===== src/rst_seq_pkg.sv =====
// Package with the constants and state encoding of the reset sequencer.
package rst_seq_pkg;

  // ----------------------------------------
  // Timing
  // ----------------------------------------
  localparam int CLK_PERIOD_NS = 4;
  // Least low time of the reset pin during operation, in system clock states.
  localparam int RUN_HOLD_STATES = 20;
  // Least low time of the reset pin at power-up.
  localparam int POWERUP_HOLD_MS = 20;
  localparam int POWERUP_HOLD_CYCLES = (POWERUP_HOLD_MS * 1000000 + CLK_PERIOD_NS - 1) / CLK_PERIOD_NS;
  // Width of the low-time counter.
  localparam int HOLD_CNT_W = 5;

  // ----------------------------------------
  // Register reset values and field positions
  // ----------------------------------------
  localparam int EXT_CTRL_TRACE_BIT = 7;
  localparam int EXT_CTRL_MASK_LSB = 0;
  localparam int EXT_CTRL_MASK_W = 3;
  localparam int COND_CODE_MASK_BIT = 7;
  localparam logic [7:0] EXT_CTRL_INIT = 8'h87;
  localparam logic [7:0] COND_CODE_INIT = 8'h80;
  localparam logic [1:0] INTR_MODE0 = 2'h0;
  localparam logic [31:0] PC_INIT = 32'h0;

  // ----------------------------------------
  // Sequencer states
  // ----------------------------------------
  typedef enum logic [2:0] {
    ST_RESET = 3'b000,
    ST_INIT = 3'b001,
    ST_FETCH = 3'b010,
    ST_LOAD = 3'b011,
    ST_RUN = 3'b100
  } seq_state_type;

endpackage : rst_seq_pkg


===== src/sync_2ff.sv =====
// Two flip-flop synchroniser for one asynchronous level.
module sync_2ff #(
  parameter logic INIT = 1'b0
) (
  // Clock and reset
  input wire logic sys_clk,
  input wire logic nrst,
  // Data
  input wire logic asyncIn,
  output logic syncOut
);

  logic stage1;
  logic next_stage1;
  logic next_syncOut;

  // The first stage feeds only the second stage.
  always_comb begin
    next_stage1 = asyncIn;
    next_syncOut = stage1;
  end

  // Both stages take the INIT value at reset.
  always_ff @(posedge sys_clk) begin
    if (!nrst) begin
      stage1 <= INIT;
      syncOut <= INIT;
    end else begin
      stage1 <= next_stage1;
      syncOut <= next_syncOut;
    end
  end

endmodule : sync_2ff


===== src/cpu_reset_sequencer.sv =====
// Reset sequencer that holds the CPU in reset and runs reset exception handling.
// Overview of operation
// A pending reset overrides every other exception and interrupt request.
// While the reset pin is low all activity stops and the block stays in reset.
// Reset returns CPU state and module registers to their initial values.
// Right after reset the interrupt control mode is mode 0.
// A rising edge of the reset pin starts reset exception handling.
// A watchdog overflow resets the device like the reset pin.
// At power-up the outside source holds the pin low at least 20 ms.
// During operation the outside source holds the pin low at least 20 states.
// Handling first clears the trace bit and sets the interrupt mask bits in both registers.
// Then the reset vector is fetched into the program counter and execution starts.
// The pin is synchronised and its consecutive low states are counted.
module cpu_reset_sequencer #(
  parameter int ADDR_W = 32,
  parameter logic [ADDR_W-1:0] RESET_VECTOR_ADDR = '0
) (
  // Clock and reset
  input wire logic sys_clk,
  input wire logic nrst,
  // Reset sources
  input wire logic reset_pin_n,
  input wire logic wdtOverflow,
  // Exception requests from the rest of the chip
  input wire logic irqPending,
  // Vector fetch port
  output logic vecReq,
  output logic [ADDR_W-1:0] vecAddr,
  input wire logic vecAck,
  input wire logic [ADDR_W-1:0] vecData,
  // CPU state
  output logic cpuHalt,
  output logic moduleResetN,
  output logic cpuRun,
  output logic irqTaken,
  output logic [1:0] intrMode,
  output logic [7:0] extended_ctrl_reg,
  output logic [7:0] condition_code_reg,
  output logic [ADDR_W-1:0] programCounter,
  output logic holdTooShort
);

  // ----------------------------------------
  // Pin synchronisation
  // ----------------------------------------
  logic pinSync;
  logic pinPrev;
  logic next_pinPrev;

  // sync pin
  sync_2ff #(.INIT(1'b0)) sync_2ff_inst (
    .sys_clk(sys_clk),
    .nrst(nrst),
    .asyncIn(reset_pin_n),
    .syncOut(pinSync)
  );

  // The watchdog is on the same clock, so it needs no synchroniser.
  logic resetReq;
  assign resetReq = !pinSync || wdtOverflow;

  // ----------------------------------------
  // Sequencer state
  // ----------------------------------------
  rst_seq_pkg::seq_state_type state;
  rst_seq_pkg::seq_state_type next_state;
  logic [rst_seq_pkg::HOLD_CNT_W-1:0] lowCount;
  logic [rst_seq_pkg::HOLD_CNT_W-1:0] next_lowCount;
  logic wdtCause;
  logic next_wdtCause;
  logic next_vecReq;
  logic [ADDR_W-1:0] next_vecAddr;
  logic next_cpuHalt;
  logic next_moduleResetN;
  logic next_cpuRun;
  logic next_irqTaken;
  logic [1:0] next_intrMode;
  logic [7:0] next_extended_ctrl_reg;
  logic [7:0] next_condition_code_reg;
  logic [ADDR_W-1:0] next_pc;
  logic next_holdTooShort;

  // ----------------------------------------
  // Derived constants
  // ----------------------------------------
  // The saturation point of the low counter doubles as the pass mark for a long enough pulse.
  localparam logic [rst_seq_pkg::HOLD_CNT_W-1:0] HOLD_MIN = rst_seq_pkg::HOLD_CNT_W'(rst_seq_pkg::RUN_HOLD_STATES);
  // Program counter value before the vector arrives, cut to the address width.
  localparam logic [ADDR_W-1:0] PC_INIT_W = ADDR_W'(rst_seq_pkg::PC_INIT);
  // Mask field of the extended control register with every bit set.
  localparam logic [rst_seq_pkg::EXT_CTRL_MASK_W-1:0] MASK_ALL = '1;

  // ----------------------------------------
  // Next-state logic
  // ----------------------------------------
  // Next-state logic of the whole sequence; the reset request is tested first so nothing else can win.
  always_comb begin
    next_state = state;
    next_lowCount = lowCount;
    next_wdtCause = wdtCause;
    next_pinPrev = pinSync;
    next_vecReq = 1'b0;
    next_vecAddr = vecAddr;
    next_cpuHalt = cpuHalt;
    next_moduleResetN = moduleResetN;
    next_cpuRun = cpuRun;
    next_irqTaken = 1'b0;
    next_intrMode = intrMode;
    next_extended_ctrl_reg = extended_ctrl_reg;
    next_condition_code_reg = condition_code_reg;
    next_pc = programCounter;
    next_holdTooShort = holdTooShort;
    // reset wins
    // halt on low
    // watchdog reset
    if (resetReq) begin
      next_state = rst_seq_pkg::ST_RESET;
      next_cpuHalt = 1'b1;
      next_cpuRun = 1'b0;
      // modules held
      next_moduleResetN = 1'b0;
      // mode zero
      next_intrMode = rst_seq_pkg::INTR_MODE0;
      if (wdtOverflow) begin
        next_wdtCause = 1'b1;
      end
      // count lows
      if (!pinSync && lowCount != HOLD_MIN) begin
        next_lowCount = lowCount + 1'b1;
      end
    end else begin
      case (state)
        rst_seq_pkg::ST_RESET: begin
          // rising edge
          if ((pinSync && !pinPrev) || wdtCause) begin
            // flag a short pulse; the sequence still runs.
            next_holdTooShort = !wdtCause && (lowCount != HOLD_MIN);
            next_state = rst_seq_pkg::ST_INIT;
          end
        end
        rst_seq_pkg::ST_INIT: begin
          // initial values
          next_moduleResetN = 1'b1;
          next_lowCount = '0;
          next_wdtCause = 1'b0;
          next_pc = PC_INIT_W;
          // trace clear mask set
          next_extended_ctrl_reg = rst_seq_pkg::EXT_CTRL_INIT;
          next_extended_ctrl_reg[rst_seq_pkg::EXT_CTRL_TRACE_BIT] = 1'b0;
          next_extended_ctrl_reg[rst_seq_pkg::EXT_CTRL_MASK_LSB +: rst_seq_pkg::EXT_CTRL_MASK_W] = MASK_ALL;
          next_condition_code_reg = rst_seq_pkg::COND_CODE_INIT;
          next_condition_code_reg[rst_seq_pkg::COND_CODE_MASK_BIT] = 1'b1;
          next_state = rst_seq_pkg::ST_FETCH;
        end
        rst_seq_pkg::ST_FETCH: begin
          // fetch vector
          next_vecReq = 1'b1;
          next_vecAddr = RESET_VECTOR_ADDR;
          next_state = rst_seq_pkg::ST_LOAD;
        end
        rst_seq_pkg::ST_LOAD: begin
          next_vecReq = !vecAck;
          if (vecAck) begin
            // load program counter
            next_pc = vecData;
            next_cpuHalt = 1'b0;
            next_cpuRun = 1'b1;
            next_state = rst_seq_pkg::ST_RUN;
          end
        end
        rst_seq_pkg::ST_RUN: begin
          // Interrupts are only served once the CPU runs.
          next_irqTaken = irqPending;
        end
        default: begin
          next_state = rst_seq_pkg::ST_RESET;
        end
      endcase
    end
  end

  // ----------------------------------------
  // Register stage
  // ----------------------------------------
  // Register stage; every output comes straight from here.
  always_ff @(posedge sys_clk) begin
    if (!nrst) begin
      state <= rst_seq_pkg::ST_RESET;
      lowCount <= '0;
      wdtCause <= 1'b0;
      pinPrev <= 1'b0;
      vecReq <= 1'b0;
      vecAddr <= '0;
      cpuHalt <= 1'b1;
      moduleResetN <= 1'b0;
      cpuRun <= 1'b0;
      irqTaken <= 1'b0;
      intrMode <= rst_seq_pkg::INTR_MODE0;
      extended_ctrl_reg <= rst_seq_pkg::EXT_CTRL_INIT;
      condition_code_reg <= rst_seq_pkg::COND_CODE_INIT;
      programCounter <= '0;
      holdTooShort <= 1'b0;
    end else begin
      state <= next_state;
      lowCount <= next_lowCount;
      wdtCause <= next_wdtCause;
      pinPrev <= next_pinPrev;
      vecReq <= next_vecReq;
      vecAddr <= next_vecAddr;
      cpuHalt <= next_cpuHalt;
      moduleResetN <= next_moduleResetN;
      cpuRun <= next_cpuRun;
      irqTaken <= next_irqTaken;
      intrMode <= next_intrMode;
      extended_ctrl_reg <= next_extended_ctrl_reg;
      condition_code_reg <= next_condition_code_reg;
      programCounter <= next_pc;
      holdTooShort <= next_holdTooShort;
    end
  end

endmodule : cpu_reset_sequencer


===== config.mk =====
export PLATFORM = sky130hd
export DESIGN_NAME = cpu_reset_sequencer
export DESIGN_NICKNAME = d
export VERILOG_FILES = /design/src/rst_seq_pkg.sv /design/src/sync_2ff.sv /design/src/cpu_reset_sequencer.sv
export SDC_FILE = /design/constraint.sdc
export NUM_CORES = 1
export LEC_CHECK = 0
export BUFFER_PORTS_ARGS = -buffer_cell sky130_fd_sc_hd__buf_2
export CELL_PAD_IN_SITES_DETAIL_PLACEMENT = 0
export CELL_PAD_IN_SITES_GLOBAL_PLACEMENT = 1
export CORE_UTILIZATION = 29
export CTS_BUF_LIST = sky130_fd_sc_hd__clkbuf_16
export CTS_CLUSTER_DIAMETER = 150
export DETAILED_ROUTE_END_ITERATION = 6
export PLACE_DENSITY = 0.84
export SETUP_SLACK_MARGIN = 0.3
export SYNTH_ARGS = -nofsm -noshare
export SYNTH_HDL_FRONTEND = slang
export SYNTH_SLANG_ARGS = --single-unit

===== constraint.sdc =====
create_clock -name sys_clk -period 1.5 [get_ports sys_clk]
set_input_delay 0.075 -clock sys_clk [delete_from_list [all_inputs] [get_ports sys_clk]]
set_output_delay 0.075 -clock sys_clk [all_outputs]
set_load 0.005 [all_outputs]

# [Word level (Yosys, flattened, before mapping)]
# Cells that the tools add are included.
[classes] add_sub_neg=1 mul=0 n_div=0 order_cmp=0 eq_ne=9 n_shift=0 muxes=12 n_bitwise=3 reduce_logical=21
[op_table] operator="$pmux 32 s2" n=1
[op_table] operator="$mux 32" n=1
[op_table] operator="$mux 5" n=3
[op_table] operator="$pmux 3 s5" n=1
[op_table] operator="$reduce_and 3->1" n=3
[op_table] operator="$reduce_and 2->1" n=4
[op_table] operator="$eq 3x2->1 const B" n=2
[op_table] operator="$mux 3" n=2
[op_table] operator="$ne 2x2->1 const B" n=3
[op_table] operator="$add 5x1->5 const B" n=1
[op_table] operator="$ne 5x5->1 const B" n=1
[op_table] operator="$logic_not 1->1" n=4
[op_table] operator="$reduce_bool 2->1" n=2
[op_table] operator="$eq 3x1->1 const B" n=1
[op_table] operator="$eq 3x3->1 const B" n=1
[op_table] operator="$logic_and 1x1->1" n=3
[op_table] operator="$logic_not 3->1" n=1
[op_table] operator="$mux 1" n=3
[op_table] operator="$not 1->1" n=3
[op_table] operator="$reduce_or 3->1" n=1
[op_table] operator="$logic_or 1x1->1" n=2
[op_table] operator="$ne 2x1->1 const B" n=1
[op_table] operator="$pmux 1 s2" n=1
[op_table] operator="$reduce_or 2->1" n=1
[word_totals] reg_bits=51 latch_bits=0 ramBits=0 rom_bits=0 out_inout_bits=88 memories=0

# [Longest topological paths before layout]
[depth] depth_word=5 ltp_mapped=6

# [By module]
# Synthesis repeated with hierarchy kept, for this count alone.
[hier_totals] hier_cells=291 hier_area_um2=2469.9
[modules_own_cells] mod="cpu_reset_sequencer" instances=1 cells_per_inst=287 area_each_um2=2417.3
[modules_own_cells] mod="sync_2ff" instances=1 cells_per_inst=4 area_each_um2=52.6

# [Worst setup path after synthesis]
# No wires, ideal clock.
[synth_path] kind="reg2reg" startpoint="register lowCount[0] (netlist name)" endpoint="register lowCount[3] (netlist name)" setup_time_ns=0.074 arrival_ns=1.385 required_ns=1.426 setup_slack_ns=0.041 path_stages_with_launch=6 n_path_buf=0 path_cell_list="dfxtp_1 inv_1 ha_1 and4b_4 or4_1 a31oi_1"
[synth_via] elab_chain_cells=4 elab_cells_between_ends=7
[synth_rtl] item="from (decl)" line_no="cpu_reset_sequencer.sv:67" text="logic [rst_seq_pkg::HOLD_CNT_W-1:0] lowCount;"
[synth_rtl] item="from (signal assigned)" line_no="cpu_reset_sequencer.sv:205" text="lowCount <= next_lowCount;"
[synth_rtl] item="parallel branches: the longest is 4 deep, another holds $add 5x1->5"
# Parallel ways; which one is timed is not known. The select of a mux whose other input is x is not followed.
# A chain may end at the register's enable or synchronous reset.

# [Final worst setup path]
[layout_path] startpoint="register state[2]" endpoint="register programCounter[25]"
[layout_via] elab_chain_cells=3 elab_cells_between_ends=6
[layout_rtl] item="from (decl)" line_no="cpu_reset_sequencer.sv:65" text="rst_seq_pkg::seq_state_type state;"
[layout_rtl] item="from (signal assigned)" line_no="cpu_reset_sequencer.sv:188" text="state <= rst_seq_pkg::ST_RESET;"
[layout_rtl] item="from (signal assigned)" line_no="cpu_reset_sequencer.sv:204" text="state <= next_state;"
[layout_rtl] item="$eq 3x2->1 / $eq 3x1->1 (equally long branches)" line_no="cpu_reset_sequencer.sv:132" text="case (state)"
[layout_rtl] item="$ne 2x2->1 (no source line) / $reduce_bool 2->1 (equally long branches)"
[layout_rtl] item="$reduce_and 3->1 (no source line)"
[layout_rtl] item="to (signal assigned)" line_no="cpu_reset_sequencer.sv:217" text="programCounter <= next_pc;"
[layout_rtl] item="to (decl)" line_no="cpu_reset_sequencer.sv:39" text="output logic [ADDR_W-1:0] programCounter,"
# Parallel ways exist; a longest one is shown, timed or not.

==> results.md <==
- Outcome: completed
- WL/cell: 13.8 um
- Setup tns final: 0 ns
- Data arrival, critical path: 1.58 ns
- CP max stage cell: dfxtp_4
- Syn avg cell area: 8.48 um^2
- Post-DP HPWL: 4090 um
- Rows: 33
- Layout cells sized above 1: 0.436
- Diode count: 0
- Count of final hold-check violations: 0
- Final Max Slew Viols: 0
- Placed Instances: 459
- Final instance area: 3560 um^2
- Worst hold stages: 2
- Crit path max fanout: 8
- Post-Place Cell Area: 2830 um^2
- Reg-to-Reg Start: state[2]
- Max Cap Viol: 0
- Hold Startpoint: nrst
- Largest net degree at the start of global routing: 35
- Setup crit end kind: flip-flop
- Worst VDD drop: 0.611 mV
- Worst skew pair latency: 0.29 ns
- CP Launch Type: flip-flop
- Mapped Cells: 292
- Crit path required time: 1.71 ns
- Clk slew on worst S/H paths: 0.07 ns
- Layout net count: 424
- Fin crit share: 0.916
- Worst setup path class: flip-flop to flip-flop
- Crit path largest cell delay: 0.36 ns
- Initial Util: 0.300
- Routability cong.: 0.789
- Hold crit path type: input pin to flip-flop
- Initial DRC Count: 80
- Finished Layout Cells: 490
- Die area: 8910 um^2
- Largest regs: programCounter: 32 flops, lowCount: 5 flops, state: 3 flops
- Final wirelength: 6770 um
- GRT Resource Usage Total: 0.145
- Die height: 94.4 um
- Count of final setup violators: 0
- Max reg flops: 32
- Clock root cell: clkbuf_16
- Die Span X: 94.4 um
- Antenna-violating nets left: 0
- Leakage: 1.50 nW
- Pwr Total: 3.02 mW
- Peak Freq: 728 MHz
- Seq/Total Area, Yosys: 0.412
- RSZ-0062 raised after global routing: true
- Mapped Area: 2480 um^2
- Synth Area in Simple Gates: 0.177
- Via count: 2322
- Initial antenna violation count: 0
- Post-synthesis xor/xnor area fraction: 0
- Multiplexer share of the synthesized area: 0.00404
- Yosys reg bits: 51
- R2R setup slack: 0.13 ns
- Post-DR vias/cell: 4.74
- Synth unique cells: 44
- Area grow syn2layout: 43.6%
- PwrDens: 849 nW/um^2
- Tmin final: 1.37 ns
- R2R cell count: 6
- Vias in the first global route: 2050
- Hold EP: extended_ctrl_reg[7]
- Post-synthesis compound-gate area fraction: 0.183
- Critical path buffers and inverters: 3
- DRC: 0
- H-tree Lvls: 2
- Clk buf depth: 2
- Largest family of logic cells by synthesized area: buffers and inverters
- Clk sink count: 51
- Top delay family on crit path: simple AND/OR/NAND/NOR gates
- First-pass DRT Iterations: 4
- Grt ovf: 0
- CTS Buf Count: 5
- Core area: 8260 um^2
- EDFF count, synth: 0
- I/O pins: 126
- Number of buffers added on ports: 76
- Top FF cell, synth: dfxtp_1
- Yosys warns: 0
- First-pass GRT wire length: 10100 um
- Top reg by flops: programCounter
- R2r endpoint: programCounter[25]
- FFs w/ async S/R, synth: 0
- Max Clock Skew: 0.00992 ns
- CTS tree: done
- Crit path cell chain: buf_6 > and3b_2 > buf_12 > buf_16 > nand4_1 > a21oi_1
- Synth Area in Adders: 0.0101
-- how the worst max path moves through the flow --
stage | start | end | slack (ns) | cells after the start
floorplan | lowCount[0] | lowCount[3] | 0.18 | 5
global placement | lowCount[0] | lowCount[3] | 0.16 | 5
detailed placement | lowCount[0] | lowCount[3] | 0.12 | 5
CTS | lowCount[0] | lowCount[3] | 0.15 | 5
global route | lowCount[0] | lowCount[3] | 0.08 | 5
finish | state[2] | programCounter[25] | 0.13 | 6
-- per-stage QoR --
| step | worst slack (ns) | utilization | hold WS (ns) |
|---|---|---|---|
| finish | 0.126 | 0.431 | 0.0256 |
| global route | 0.0772 | 0.431 | 0.0288 |
| CTS | 0.153 | 0.412 | 0.0209 |
| detailed placement | 0.116 | 0.342 | 0.286 |
| global placement | 0.158 | 0.342 | 0.281 |
| floorplan | 0.179 | - | 0.202 |
-- synth_stat cells (2+ instances only) --
| master | n | area, um^2 |
|---|---|---|
| nand3_1 | 5 | 25.0 |
| a21oi_1 | 36 | 180 |
| o21ai_1 | 9 | 45.0 |
| nand2_1 | 9 | 33.8 |
| buf_4 | 52 | 390 |
| nand2b_1 | 3 | 18.8 |
| clkbuf_1 | 12 | 45.0 |
| dfxtp_1 | 51 | 1020 |
| nand4_1 | 32 | 200 |
| inv_1 | 6 | 22.5 |
| conb_1 | 2 | 7.51 |
| o221ai_1 | 2 | 17.5 |
| or3_1 | 2 | 12.5 |
| buf_2 | 12 | 60.1 |
| and2_1 | 2 | 12.5 |
| nor2_1 | 4 | 15.0 |
| ha_1 | 2 | 25.0 |
| a31oi_1 | 2 | 12.5 |
| o21ai_0 | 24 | 120 |
-- kinds of logic (layout without fill, tap and decap cells) --
| kind of cell | count (synthesis) | after routing |
|---|---|---|
| buffers and inverters | 83 | 129 |
| other | 2 | 49 |
| and+or+nand+nor | 71 | 71 |
| DFF | 51 | 51 |
| AOI/OAI and AO/OA | 82 | 82 |
| muxes | 1 | 1 |
| adders and majority gates | 2 | 2 |
-- what timing repair did --
item                                   in CTS  in global routing
pin swaps                                  41                 29
cloned                                      8                  1
setup endpoints to repair                  46                 45
endpoints found under the hold margin       1                  0
hold buffers                                1                  0
gates resized for setup                    55                 37
setup buffers                              11                  2
-- cell usage in the layout (no fill, tap or decap), drive strengths merged, types with 2 or more instances in the layout --
cell,count
o22ai,2
or3,2
o221ai,2
nand4,32
nand3,5
nand2,9
nand2b,3
clkbuf,6
ha,2
conb,49
buf,113
inv,7
o21ai,33
and2,2
a31oi,2
bufinv,2
nor2,4
or2,2
dfxtp,51
a21oi,36
-- report_power, final --
group | leakage [nW] | total (mW) | switching [mW] | internal, mW
Sequential | 0.415 | 1.38 | 0.0125 | 1.37
Clock | 0.0952 | 1.45 | 0.497 | 0.950
Combinational | 0.987 | 0.194 | 0.108 | 0.0858
-- area by class of cell --
| cell class | instances | area, um^2 |
|---|---|---|
| Fill cell | 807 | 4700 |
| Multi-Input combinational cell | 205 | 1280 |
| Sequential cell | 51 | 1030 |
| Timing Repair Buffer | 115 | 900 |
| Tap cell | 105 | 131 |
| Clock buffer | 5 | 125 |
| Clock inverter | 3 | 63.8 |
| Inverter | 6 | 22.5 |
-- routing by layer --
layer,part of all wire,wire length [um],track usage,vias to the layer above
li1,-,-,-,1131
met1,0.44,2970,0.181,1090
met2,0.49,3340,0.250,90
met3,0.057,383,0.0354,11
met4,0.011,76,0.0359,0
met5,0,0,0,-
No activity file was read; power rests on OpenSTA's default activity.
